$ cat config.mk
export PLATFORM = sky130hd
export DESIGN_NAME = res_sequencer
export DESIGN_NICKNAME = d
export VERILOG_FILES = /design/src/hdl/res_pkg.sv /design/src/hdl/res_sequencer.sv /design/src/hdl/res_retry_timer.sv
export SDC_FILE = /design/constraint.sdc
export NUM_CORES = 1
export LEC_CHECK = 0
export ABC_CLOCK_PERIOD_IN_PS = 2800
export CAP_MARGIN = 15
export CORE_MARGIN = 5
export CORE_UTILIZATION = 40
export CTS_CLUSTER_DIAMETER = 100
export DETAILED_ROUTE_END_ITERATION = 8
export DONT_BUFFER_PORTS = 1
export PLACE_DENSITY = 0.54
export SLEW_MARGIN = 30
export SYNTH_ARGS = -nofsm -noshare
export SYNTH_HDL_FRONTEND = slang
export SYNTH_SLANG_ARGS = --single-unit
$ cat constraint.sdc
create_clock -name i_core_clk -period 2.8 [get_ports i_core_clk]
set_input_delay 0.42 -clock i_core_clk [delete_from_list [all_inputs] [get_ports i_core_clk]]
set_output_delay 0.42 -clock i_core_clk [all_outputs]
set_load 0.01 [all_outputs]
$ cat src/hdl/res_pkg.sv
// Package of constants and types for the regulator enable sequencer
// How it works
// - Enable pin low: shut down and refuse every register read and write.
// - Other options keep every register value while the enable pin is low.
// - Options 04, 24, 042 reload register defaults while the pin is low.
// - Power-on reset loads every register with its default value.
// - Discharge bit high with pin or active enable bit low: bleed output; options 04, 24, 042 reload it low once the pin is low.
// - Enable pin rising with selected enable bit high starts soft-start.
// - Soft-start ramps the reference and inhibits synchronous rectification.
// - Sixteen current-limit cycles: shut down, float switch, retry later.
// - Software enable bits only act while the enable pin is high.
// - Options 00,04,08,09,23,24,042 reset both software enables high.
// - Options 01 and 05 reset enables to set0 high, set1 low.
// - Option 03 treats the voltage select input as always low.
// - Output on only with pin high and the selected enable bit high.
// - Mode bit high disables light-load pulse skipping, forces fixed PWM.
// - Select low picks set-0 voltage register, high picks set-1.
package res_pkg;

  // Option codes, decimal as printed on the option list
  localparam logic [7:0] OPT_00  = 8'h00;
  localparam logic [7:0] OPT_01  = 8'h01;
  localparam logic [7:0] OPT_03  = 8'h03;
  localparam logic [7:0] OPT_04  = 8'h04;
  localparam logic [7:0] OPT_05  = 8'h05;
  localparam logic [7:0] OPT_08  = 8'h08;
  localparam logic [7:0] OPT_09  = 8'h09;
  localparam logic [7:0] OPT_23  = 8'h17;
  localparam logic [7:0] OPT_24  = 8'h18;
  localparam logic [7:0] OPT_042 = 8'h2A;

  localparam int          CLK_PERIOD_PS  = 5000;
  localparam longint      RETRY_WAIT_MS  = 1700;
  localparam longint      RETRY_CYCLES   =
    (RETRY_WAIT_MS * 64'd1000000000) / CLK_PERIOD_PS;
  localparam int          ILIM_RUN       = 16;
  localparam int          SS_STEPS_DEF   = 64;
  localparam int          VOLTAGE_SELECT_PIN_W         = 6;
  localparam int          SS_W           = 8;

  // Register bank defaults
  localparam logic [VOLTAGE_SELECT_PIN_W-1:0] VSET0_DEF = 6'h2D;
  localparam logic [VOLTAGE_SELECT_PIN_W-1:0] VSET1_DEF = 6'h3C;

  typedef enum logic [2:0] {
    RES_OFF, RES_SOFT, RES_RUN, RES_FAULT
  } res_state_t;

  // One voltage setting register: code and mode bit
  typedef struct packed {
    logic              force_pwm;
    logic [VOLTAGE_SELECT_PIN_W-1:0] code;
  } res_vset_t;

  // Software-visible register bank
  typedef struct packed {
    res_vset_t set0;
    res_vset_t set1;
    logic      sw_enable_set0;
    logic      sw_enable_set1;
    logic      discharge_en;
  } res_regs_t;

  // Serial-bus side register write request
  typedef struct packed {
    logic      wr;
    res_regs_t data;
  } res_wreq_t;

endpackage

$ cat src/hdl/res_sequencer.sv
// Enable, soft-start, fault-retry and register bank of the regulator
`timescale 1ns/100ps
module res_sequencer #(
  parameter logic [7:0] OPTION      = res_pkg::OPT_00,
  parameter longint     RETRY_CYC   = res_pkg::RETRY_CYCLES,
  parameter int         SS_STEPS    = res_pkg::SS_STEPS_DEF
) (
  input  wire logic                      i_core_clk,
  input  wire logic                      i_reset_n,
  input  wire logic                      i_hw_enable,
  input  wire logic                      i_voltage_select_pin,
  input  wire logic                      i_cycle_end,
  input  wire logic                      i_cycle_ilim,
  input  wire res_pkg::res_wreq_t        i_wreq,
  input  wire logic                      i_rd,
  output res_pkg::res_regs_t             o_rdata,
  output logic                           o_rd_valid,
  output logic                           o_access_refused,
  output logic                           o_circuits_on,
  output logic                           o_output_on,
  output logic                           o_switch_enable,
  output logic                           o_switch_hiz,
  output logic                           o_sync_rect_en,
  output logic [res_pkg::SS_W-1:0]       o_ref_ramp,
  output logic                           o_soft_start,
  output logic                           o_discharge,
  output logic                           o_pulse_skip_light_load,
  output logic [res_pkg::VOLTAGE_SELECT_PIN_W-1:0]     o_vout_code,
  output logic [2:0]                     o_state
);

  // ==========================================================
  // Option decoding
  // ==========================================================
  function automatic logic opt_is(input logic [7:0] a, input logic [7:0] b);
    return a == b;
  endfunction

  localparam logic OPT_LOSE_REGS = opt_is(OPTION, res_pkg::OPT_04) ||
                                   opt_is(OPTION, res_pkg::OPT_24) ||
                                   opt_is(OPTION, res_pkg::OPT_042);
  localparam logic OPT_EN_10     = opt_is(OPTION, res_pkg::OPT_01) ||
                                   opt_is(OPTION, res_pkg::OPT_05);
  localparam logic OPT_SEL_LOW   = opt_is(OPTION, res_pkg::OPT_03);

  // Defaults built once so power-on and enable-low reload agree
  localparam res_pkg::res_regs_t REG_DEF = '{
    set0:           '{force_pwm: 1'b0, code: res_pkg::VSET0_DEF},
    set1:           '{force_pwm: 1'b0, code: res_pkg::VSET1_DEF},
    sw_enable_set0: 1'b1,
    sw_enable_set1: OPT_EN_10 ? 1'b0 : 1'b1,
    discharge_en:   1'b0
  };

  // ==========================================================
  // Pin synchronisers
  // ==========================================================
  logic en_s1_r, en_s2_r, en_d_r;
  logic sel_s1_r, sel_s2_r;

  // Enable pin; the third flop only feeds the rise detector
  always_ff @(posedge i_core_clk) begin
    if (!i_reset_n) begin
      en_s1_r <= 1'b0;
      en_s2_r <= 1'b0;
      en_d_r  <= 1'b0;
    end else begin
      en_s1_r <= i_hw_enable;
      en_s2_r <= en_s1_r;
      en_d_r  <= en_s2_r;
    end
  end

  // Select pin is a level, so no edge detector is kept for it
  always_ff @(posedge i_core_clk) begin
    if (!i_reset_n) begin
      sel_s1_r <= 1'b0;
      sel_s2_r <= 1'b0;
    end else begin
      sel_s1_r <= i_voltage_select_pin;
      sel_s2_r <= sel_s1_r;
    end
  end

  logic en_pin, sel_eff, en_rise;
  assign en_pin  = en_s2_r;
  assign sel_eff = OPT_SEL_LOW ? 1'b0 : sel_s2_r;
  assign en_rise = en_s2_r && !en_d_r;

  // ==========================================================
  // Register bank
  // ==========================================================
  res_pkg::res_regs_t regs_r;

  // Reset is treated as power-on; regs keep through enable low except options 04, 24, 042
  always_ff @(posedge i_core_clk) begin
    if (!i_reset_n) begin
      regs_r <= REG_DEF;
    end else if (!en_pin) begin
      if (OPT_LOSE_REGS) begin
        regs_r <= REG_DEF;
      end else begin
        regs_r <= regs_r;
      end
    end else if (i_wreq.wr) begin
      regs_r <= i_wreq.data;
    end
  end

  logic rd_take;
  assign rd_take = i_rd && en_pin;

  // Reads answer one cycle later and only while the pin is high
  always_ff @(posedge i_core_clk) begin
    if (!i_reset_n) begin
      o_rdata    <= '0;
      o_rd_valid <= 1'b0;
    end else begin
      o_rd_valid <= rd_take;
      if (rd_take) begin
        o_rdata <= regs_r;
      end
    end
  end

  // Any access with the pin low is refused and flagged
  always_ff @(posedge i_core_clk) begin
    if (!i_reset_n) begin
      o_access_refused <= 1'b0;
    end else begin
      o_access_refused <= (i_rd || i_wreq.wr) && !en_pin;
    end
  end

  // ==========================================================
  // Enable decision
  // ==========================================================
  logic       sel_bit;
  res_pkg::res_vset_t act_set;
  assign sel_bit = sel_eff ? regs_r.sw_enable_set1
                           : regs_r.sw_enable_set0;
  assign act_set = sel_eff ? regs_r.set1 : regs_r.set0;

  logic want_on;
  assign want_on = en_pin && sel_bit;

  // ==========================================================
  // Sequencer
  // ==========================================================
  res_pkg::res_state_t state_r, state_nxt;
  logic [res_pkg::SS_W-1:0] ramp_r;
  logic [4:0]               ilim_cnt_r;
  logic                     ilim_trip;
  logic                     retry_done;
  logic                     ss_done;

  assign ss_done   = (ramp_r == res_pkg::SS_W'(SS_STEPS - 1));
  assign ilim_trip = i_cycle_end && i_cycle_ilim &&
                     (ilim_cnt_r == 5'(res_pkg::ILIM_RUN - 1));

  always_comb begin
    state_nxt = state_r;
    case (state_r)
      res_pkg::RES_OFF: begin
        // Software enable turning on with pin high also starts up
        if (want_on && (en_rise || state_r == res_pkg::RES_OFF)) begin
          state_nxt = res_pkg::RES_SOFT;
        end
      end
      res_pkg::RES_SOFT: begin
        if (!want_on) begin
          state_nxt = res_pkg::RES_OFF;
        end else if (ilim_trip) begin
          state_nxt = res_pkg::RES_FAULT;
        end else if (ss_done) begin
          state_nxt = res_pkg::RES_RUN;
        end
      end
      res_pkg::RES_RUN: begin
        if (!want_on) begin
          state_nxt = res_pkg::RES_OFF;
        end else if (ilim_trip) begin
          state_nxt = res_pkg::RES_FAULT;
        end
      end
      res_pkg::RES_FAULT: begin
        if (!want_on) begin
          state_nxt = res_pkg::RES_OFF;
        end else if (retry_done) begin
          state_nxt = res_pkg::RES_SOFT;
        end
      end
      default: state_nxt = res_pkg::RES_OFF;
    endcase
  end

  always_ff @(posedge i_core_clk) begin
    if (!i_reset_n) begin
      state_r <= res_pkg::RES_OFF;
    end else begin
      state_r <= state_nxt;
    end
  end

  // Reference ramp restarts at zero on every entry to soft-start
  always_ff @(posedge i_core_clk) begin
    if (!i_reset_n) begin
      ramp_r <= '0;
    end else if (state_r != res_pkg::RES_SOFT) begin
      ramp_r <= '0;
    end else if (!ss_done) begin
      ramp_r <= ramp_r + res_pkg::SS_W'(1);
    end
  end

  // Consecutive current-limit cycle count
  always_ff @(posedge i_core_clk) begin
    if (!i_reset_n) begin
      ilim_cnt_r <= '0;
    end else if (state_r != res_pkg::RES_SOFT &&
                 state_r != res_pkg::RES_RUN) begin
      ilim_cnt_r <= '0;
    end else if (i_cycle_end) begin
      if (!i_cycle_ilim || ilim_trip) begin
        ilim_cnt_r <= '0;
      end else begin
        ilim_cnt_r <= ilim_cnt_r + 5'h1;
      end
    end
  end

  res_retry_timer #(
    .CYCLES (RETRY_CYC)
  ) u_retry (
    .i_core_clk (i_core_clk),
    .i_reset_n  (i_reset_n),
    .i_start    (ilim_trip && state_nxt == res_pkg::RES_FAULT),
    .i_abort    (state_r != res_pkg::RES_FAULT &&
                 state_nxt != res_pkg::RES_FAULT),
    .o_done     (retry_done)
  );

  // ==========================================================
  // Outputs, registered
  // ==========================================================
  // Switching stage is live in soft-start and run only
  function automatic logic stage_live(input res_pkg::res_state_t s);
    return (s == res_pkg::RES_SOFT) || (s == res_pkg::RES_RUN);
  endfunction

  // Power stage follows the next state so it moves with the decision
  always_ff @(posedge i_core_clk) begin
    if (!i_reset_n) begin
      o_circuits_on   <= 1'b0;
      o_output_on     <= 1'b0;
      o_switch_enable <= 1'b0;
      o_switch_hiz    <= 1'b1;
    end else begin
      o_circuits_on   <= en_pin;
      o_output_on     <= stage_live(state_nxt);
      o_switch_enable <= stage_live(state_nxt);
      // Float in shutdown and fault so a pre-charged load is not pulled
      o_switch_hiz    <= !stage_live(state_nxt);
    end
  end

  // Rectifier held off until the ramp is through
  always_ff @(posedge i_core_clk) begin
    if (!i_reset_n) begin
      o_sync_rect_en <= 1'b0;
      o_soft_start   <= 1'b0;
      o_ref_ramp     <= '0;
    end else begin
      o_sync_rect_en <= (state_nxt == res_pkg::RES_RUN);
      o_soft_start   <= (state_nxt == res_pkg::RES_SOFT);
      o_ref_ramp     <= ramp_r;
    end
  end

  // Bleed load while the bit is set and the stage is not asked on
  always_ff @(posedge i_core_clk) begin
    if (!i_reset_n) begin
      o_discharge <= 1'b0;
    end else begin
      o_discharge <= regs_r.discharge_en &&
                     (!en_pin || !sel_bit);
    end
  end

  // Active voltage setting, picked by the effective select
  always_ff @(posedge i_core_clk) begin
    if (!i_reset_n) begin
      o_pulse_skip_light_load <= 1'b0;
      o_vout_code             <= '0;
    end else begin
      o_pulse_skip_light_load <= !act_set.force_pwm;
      o_vout_code             <= act_set.code;
    end
  end

  // State mirror, one cycle behind the sequencer
  always_ff @(posedge i_core_clk) begin
    if (!i_reset_n) begin
      o_state <= 3'h0;
    end else begin
      o_state <= state_r;
    end
  end

endmodule

$ cat src/hdl/res_retry_timer.sv
// Cycle counter that times the fault retry wait
`timescale 1ns/100ps
module res_retry_timer #(
  parameter longint CYCLES = 64'd1
) (
  input  wire logic i_core_clk,
  input  wire logic i_reset_n,
  input  wire logic i_start,
  input  wire logic i_abort,
  output logic      o_done
);
  logic [39:0] cnt_r;
  logic        busy_r;

  // Done is a pulse on the last cycle of the wait
  assign o_done = busy_r && (cnt_r == 40'h0);

  always_ff @(posedge i_core_clk) begin
    if (!i_reset_n || i_abort) begin
      busy_r <= 1'b0;
      cnt_r  <= 40'h0;
    end else if (i_start) begin
      busy_r <= 1'b1;
      cnt_r  <= 40'(CYCLES - 64'd1);
    end else if (busy_r) begin
      if (cnt_r == 40'h0) begin
        busy_r <= 1'b0;
      end else begin
        cnt_r <= cnt_r - 40'h1;
      end
    end
  end
endmodule

# Yosys cells after proc, flatten, opt, wreduce, memory -nomap -nowiden
# Index checks and enable logic that the tools add are counted.
# word_totals
out_inout_bits,44
in_bits,25
ff_bits,121
# classes
add_sub_neg,3
n_mux,18
reduce_logical,34
n_eq_ne,13
bitwise,2
# op_table
cell,n
$mux W29,3
$logic_not A40 Y1,1
$sub A40 B1 Y40 const B,1
$mux W3,8
$eq A3 B2 Y1 const B,4
$logic_and A1 B1 Y1,12
$pmux W3 S4,1
$ne A3 B2 Y1 const B,3
$add A8 B1 Y8 const B,1
$eq A8 B6 Y1 const B,1
$logic_not A1 Y1,7
$mux W7,1
$eq A3 B1 Y1 const B,2
$logic_or A1 B1 Y1,6
$reduce_and A2 Y1,3
$reduce_or A2 Y1,3
$add A5 B1 Y5 const B,1
$eq A5 B4 Y1 const B,1
$mux W5,1
$mux W1,4
$logic_not A3 Y1,1
$ne A3 B1 Y1 const B,1
$ne A2 B1 Y1 const B,1
$not A1 Y1,2
$reduce_bool A2 Y1,1

# Depth between registers and ports, before layout
# depth
ltp_word,10
depth_mapped,9
mapped_depth_nobuf,8

# Modules after synthesis
# A second synthesis with hierarchy kept.
# hier_totals
hier_cells,575
hier_area_um2,5152.4
# modules_own_cells
module,instances,area_per_inst_um2,cells_each,seq_area_each_um2
res_sequencer,1,2936.6,317,1601.5
res_retry_timer,1,2215.9,258,820.8

# Worst setup path before layout
# No wires, ideal clock.
# synth_path
path_type,register to register
startpoint,reg u_retry.cnt_r[2]
endpoint,reg u_retry.cnt_r[34]
slack_ns,0.579
arrival_ns,2.150
stages_incl_launch_ff,7
path_cell_list,dfxtp_1 -> or4_1 -> buf_6 -> or3_1 -> buf_2 -> or4_1 -> a21oi_1
# synth_via
elab_chain_cells,9
word_cells_on_any_way,14
classes_between,1 x add/sub; 2 x eq/ne; 3 x mux; 1 x bitwise; 7 x reduce/logical
# synth_rtl
element,line_no,text
"start, declared",res_retry_timer.sv:12,logic [39:0] cnt_r;
"start signal, assigned",res_retry_timer.sv:24,cnt_r <= 40'(CYCLES - 64'd1);
"start signal, assigned",res_retry_timer.sv:29,cnt_r <= cnt_r - 40'h1;
$logic_not A40 Y1,"res_retry_timer.sv:16, res_retry_timer.sv:26",
$logic_and A1 B1 Y1,res_retry_timer.sv:16,assign o_done = busy_r && (cnt_r == 40'h0);
$mux W3,res_sequencer.sv:189,end else if (retry_done) begin
$mux W3,res_sequencer.sv:187,if (!want_on) begin
$pmux W3 S4,res_sequencer.sv:163,case (state_r)
$ne A3 B2 Y1,res_sequencer.sv:239,"state_nxt != res_pkg::RES_FAULT),"
$logic_and A1 B1 Y1,res_sequencer.sv:238,.i_abort (state_r != res_pkg::RES_FAULT &&
$logic_or A1 B1 Y1,res_retry_timer.sv:19,if (!i_reset_n || i_abort) begin
$reduce_or A2 Y1 (no source line),n/a,
# Parallel ways exist; a longest one is shown, timed or not.
# A chain may end at the register's enable or synchronous reset.

# Worst setup path after layout
# layout_path
startpoint,reg u_retry.cnt_r[2]
endpoint,reg u_retry.cnt_r[32]
# Same word-level chain as after synthesis.

==> flow_metrics.tcl <==
set metrics [dict create \
    worst_slack_ns 0.377 \
    clock_path_buffers 2 \
    pre_cts_ws_ns 0.391 \
    place.port_buffers 0 \
    ant_nets 0 \
    wl_um 11500 \
    clock-root-buffer "clkbuf_16" \
    crit_fanout 8 \
    syn-cell-area_mm2 0.00510 \
    diodes 0 \
    vias 4042 \
    startpoint_type "register" \
    via_per_inst 5.38 \
    grt_pass1_wl_um 19600 \
    yosysSeqAreaShare_pct 47.5 \
    rsz0062_at_grt "false" \
    drt_iter0_drc 216 \
    setup_violations 0 \
    drc_errors 0 \
    synth_nets 601 \
    antenna_found_initial 0 \
    worstSetupPathType "reg -> reg" \
    p_leak_nw 2.12 \
    dp_cells 719 \
    hold_path_depth 1 \
    layout-drive-gt1-share_pct 10.0 \
    cts_tree "built" \
    nets 596 \
    setup_tns_ns 0 \
    slew_viol_final 0 \
    powerDensity_mw_per_mm2 693 \
    crit_required_ns 3.14 \
    layout_commonest_cell "dfxtp_1" \
    grt_overflow_total 0 \
    gp_congestion 0.785 \
    dr.pass1.iters 4 \
    hpwl_um 7750 \
    period_needed_ns 2.42 \
    cts-resized-gates 0 \
    wl_per_cell_um 15.3 \
    cts.sinks 121 \
    cts_buffers 17 \
    hold_buffers 0 \
    synthFlopType "dfxtp_1" \
    fin_crit_sh_pct 86.6 \
    synth_edf_count 0 \
    yosys_warnings 0 \
    tightest_slew_ns 0.659 \
    row_count 41 \
    hold_viol_final 0 \
    start_util_pct 40.6 \
    synthArstFlopShare_pct 0 \
    cts_max_level 4 \
    die_x_um 123 \
    synth_cell_types 53 \
    grt_max_degree 62 \
    max_freq_mhz 413 \
    io_pins 69 \
    most-common-layout-cells "dfxtp_1 (121), nand2_1 (90), a21oi_1 (32), nor2_1 (30)" \
    clock_skew_ns 0.00962 \
    die_h_um 123 \
    synth_area_per_cell_um2 8.93 \
    reg2regPathDepth 5 \
    synthCells 571 \
    arrival_ns 2.77 \
    area_growth_pct 15.4 \
    cts_setup_buffers 0 \
    ys_ff_latch 121 \
    vdd_drop_max_mv 0.410 \
    clk_pin_slew_ns 0.06 \
    globalRouteTotalUtil_pct 16.5 \
    clk_latency_ns 0.42 \
    slew_headroom_pct 56.1 \
    coreArea_mm2 0.0126 \
    outcome "finished, final reports clean" \
    final_cells 751 \
    hp-class "in -> reg" \
    cp-end-kind "register" \
    maxCapViolCount 0 \
    die_area_mm2 0.0151 \
    grt_pass1_vias 4080 \
]
-- layer usage --
metal / global-route usage, % / routed length [um]
met3: 7.18 / 730
met2: 27.0 / 5600
met4: 6.09 / 151
met1: 19.3 / 5040
met5: 0 / 0
-- cell usage after synthesis (all sizes together) (3+ instances only) --
| cell | count | share of area [%] |
|---|---|---|
| a21boi | 24 | 3.5 |
| a21oi | 32 | 3.1 |
| a31oi | 12 | 1.5 |
| and2 | 20 | 2.5 |
| and3 | 9 | 1.1 |
| buf | 9 | 1.1 |
| clkbuf | 26 | 1.9 |
| dfxtp | 121 | 48 |
| ha | 5 | 1.2 |
| inv | 5 | 0.37 |
| mux2i | 9 | 1.8 |
| nand2 | 90 | 6.6 |
| nand2b | 4 | 0.49 |
| nand3 | 24 | 2.4 |
| nand4 | 6 | 0.74 |
| nor2 | 30 | 2.2 |
| nor2b | 11 | 1.3 |
| nor3 | 9 | 1.3 |
| nor3b | 3 | 0.44 |
| nor4 | 12 | 2.0 |
| o211ai | 3 | 0.44 |
| o21ai | 13 | 1.3 |
| o31ai | 16 | 2.4 |
| o41ai | 10 | 1.9 |
| or3 | 12 | 1.5 |
| or4 | 21 | 3.2 |
| or4b | 4 | 0.79 |
| xnor2 | 5 | 0.86 |
| xor2 | 10 | 1.7 |
-- flip-flops by register name (all words and copies together) (netlist names), 3 cells and up --
register       flops
o_rdata           17
ramp_r             8
regs_r            17
u_retry.cnt_r     40
state_r            3
o_vout_code        6
o_ref_ramp         8
ilim_cnt_r         5
o_state            3
-- kinds of logic (layout without fill, tap and decap cells) --
group | Yosys count | in the layout | synth area share (%)
other | 1 | 1 | 0.0735
AOI/OAI and AO/OA | 115 | 115 | 15.0
xor gates and xnor gates | 15 | 15 | 2.58
and+or+nand+nor | 262 | 262 | 27.8
DFF | 121 | 121 | 47.5
adders and majority gates | 6 | 6 | 1.42
muxes | 11 | 11 | 2.21
buffers and inverters | 40 | 48 | 3.34
-- cell type report --
type / instances / area [um2]
Inverter: 5 / 18.8
Fill cell: 1208 / 6680
Clock inverter: 13 / 168
Sequential cell: 121 / 2420
Tap cell: 172 / 215
Multi-Input combinational cell: 410 / 2510
Clock buffer: 19 / 453
Timing Repair Buffer: 11 / 95.1
-- final timing paths --
path	start	end	slack, ns
setup / recovery	u_retry.cnt_r[2]	u_retry.cnt_r[32]	0.38
hold / removal	i_reset_n	regs_r[8]	0.08
setup reg to reg	u_retry.cnt_r[2]	u_retry.cnt_r[32]	0.38
hold reg to reg	en_s1_r	en_pin	0.43
-- critical path: stages (launching register included) --
cell and delay, ns:
dfxtp_1 0.38, or4_1 0.73, nor4_4 0.39, nand4b_2 0.24, or4_1 0.45, a21oi_1 0.16
-- stage by stage --
stage / cell area [um2] / total power, mW / utilization, % / hold slack, ns
2_1_floorplan: 5100 / 1.86 / - / 0.412
3_3_place_gp: 5260 / 1.86 / 41.9 / 0.413
3_5_place_dp: 5260 / 1.86 / 41.9 / 0.426
4_1_cts: 5880 / 4.13 / 46.8 / 0.0622
5_1_grt: 5880 / 4.23 / 46.8 / 0.0598
6_report: 5880 / 4.08 / 46.8 / 0.0793
-- power breakdown --
part           leakage, nW  internal, mW  total [mW]  switching [mW]
clock                0.300          1.45        2.26           0.803
combinational        0.843        0.0246      0.0501          0.0254
sequential           0.981          1.75        1.77          0.0242
Power figures use the tool's default switching activity.
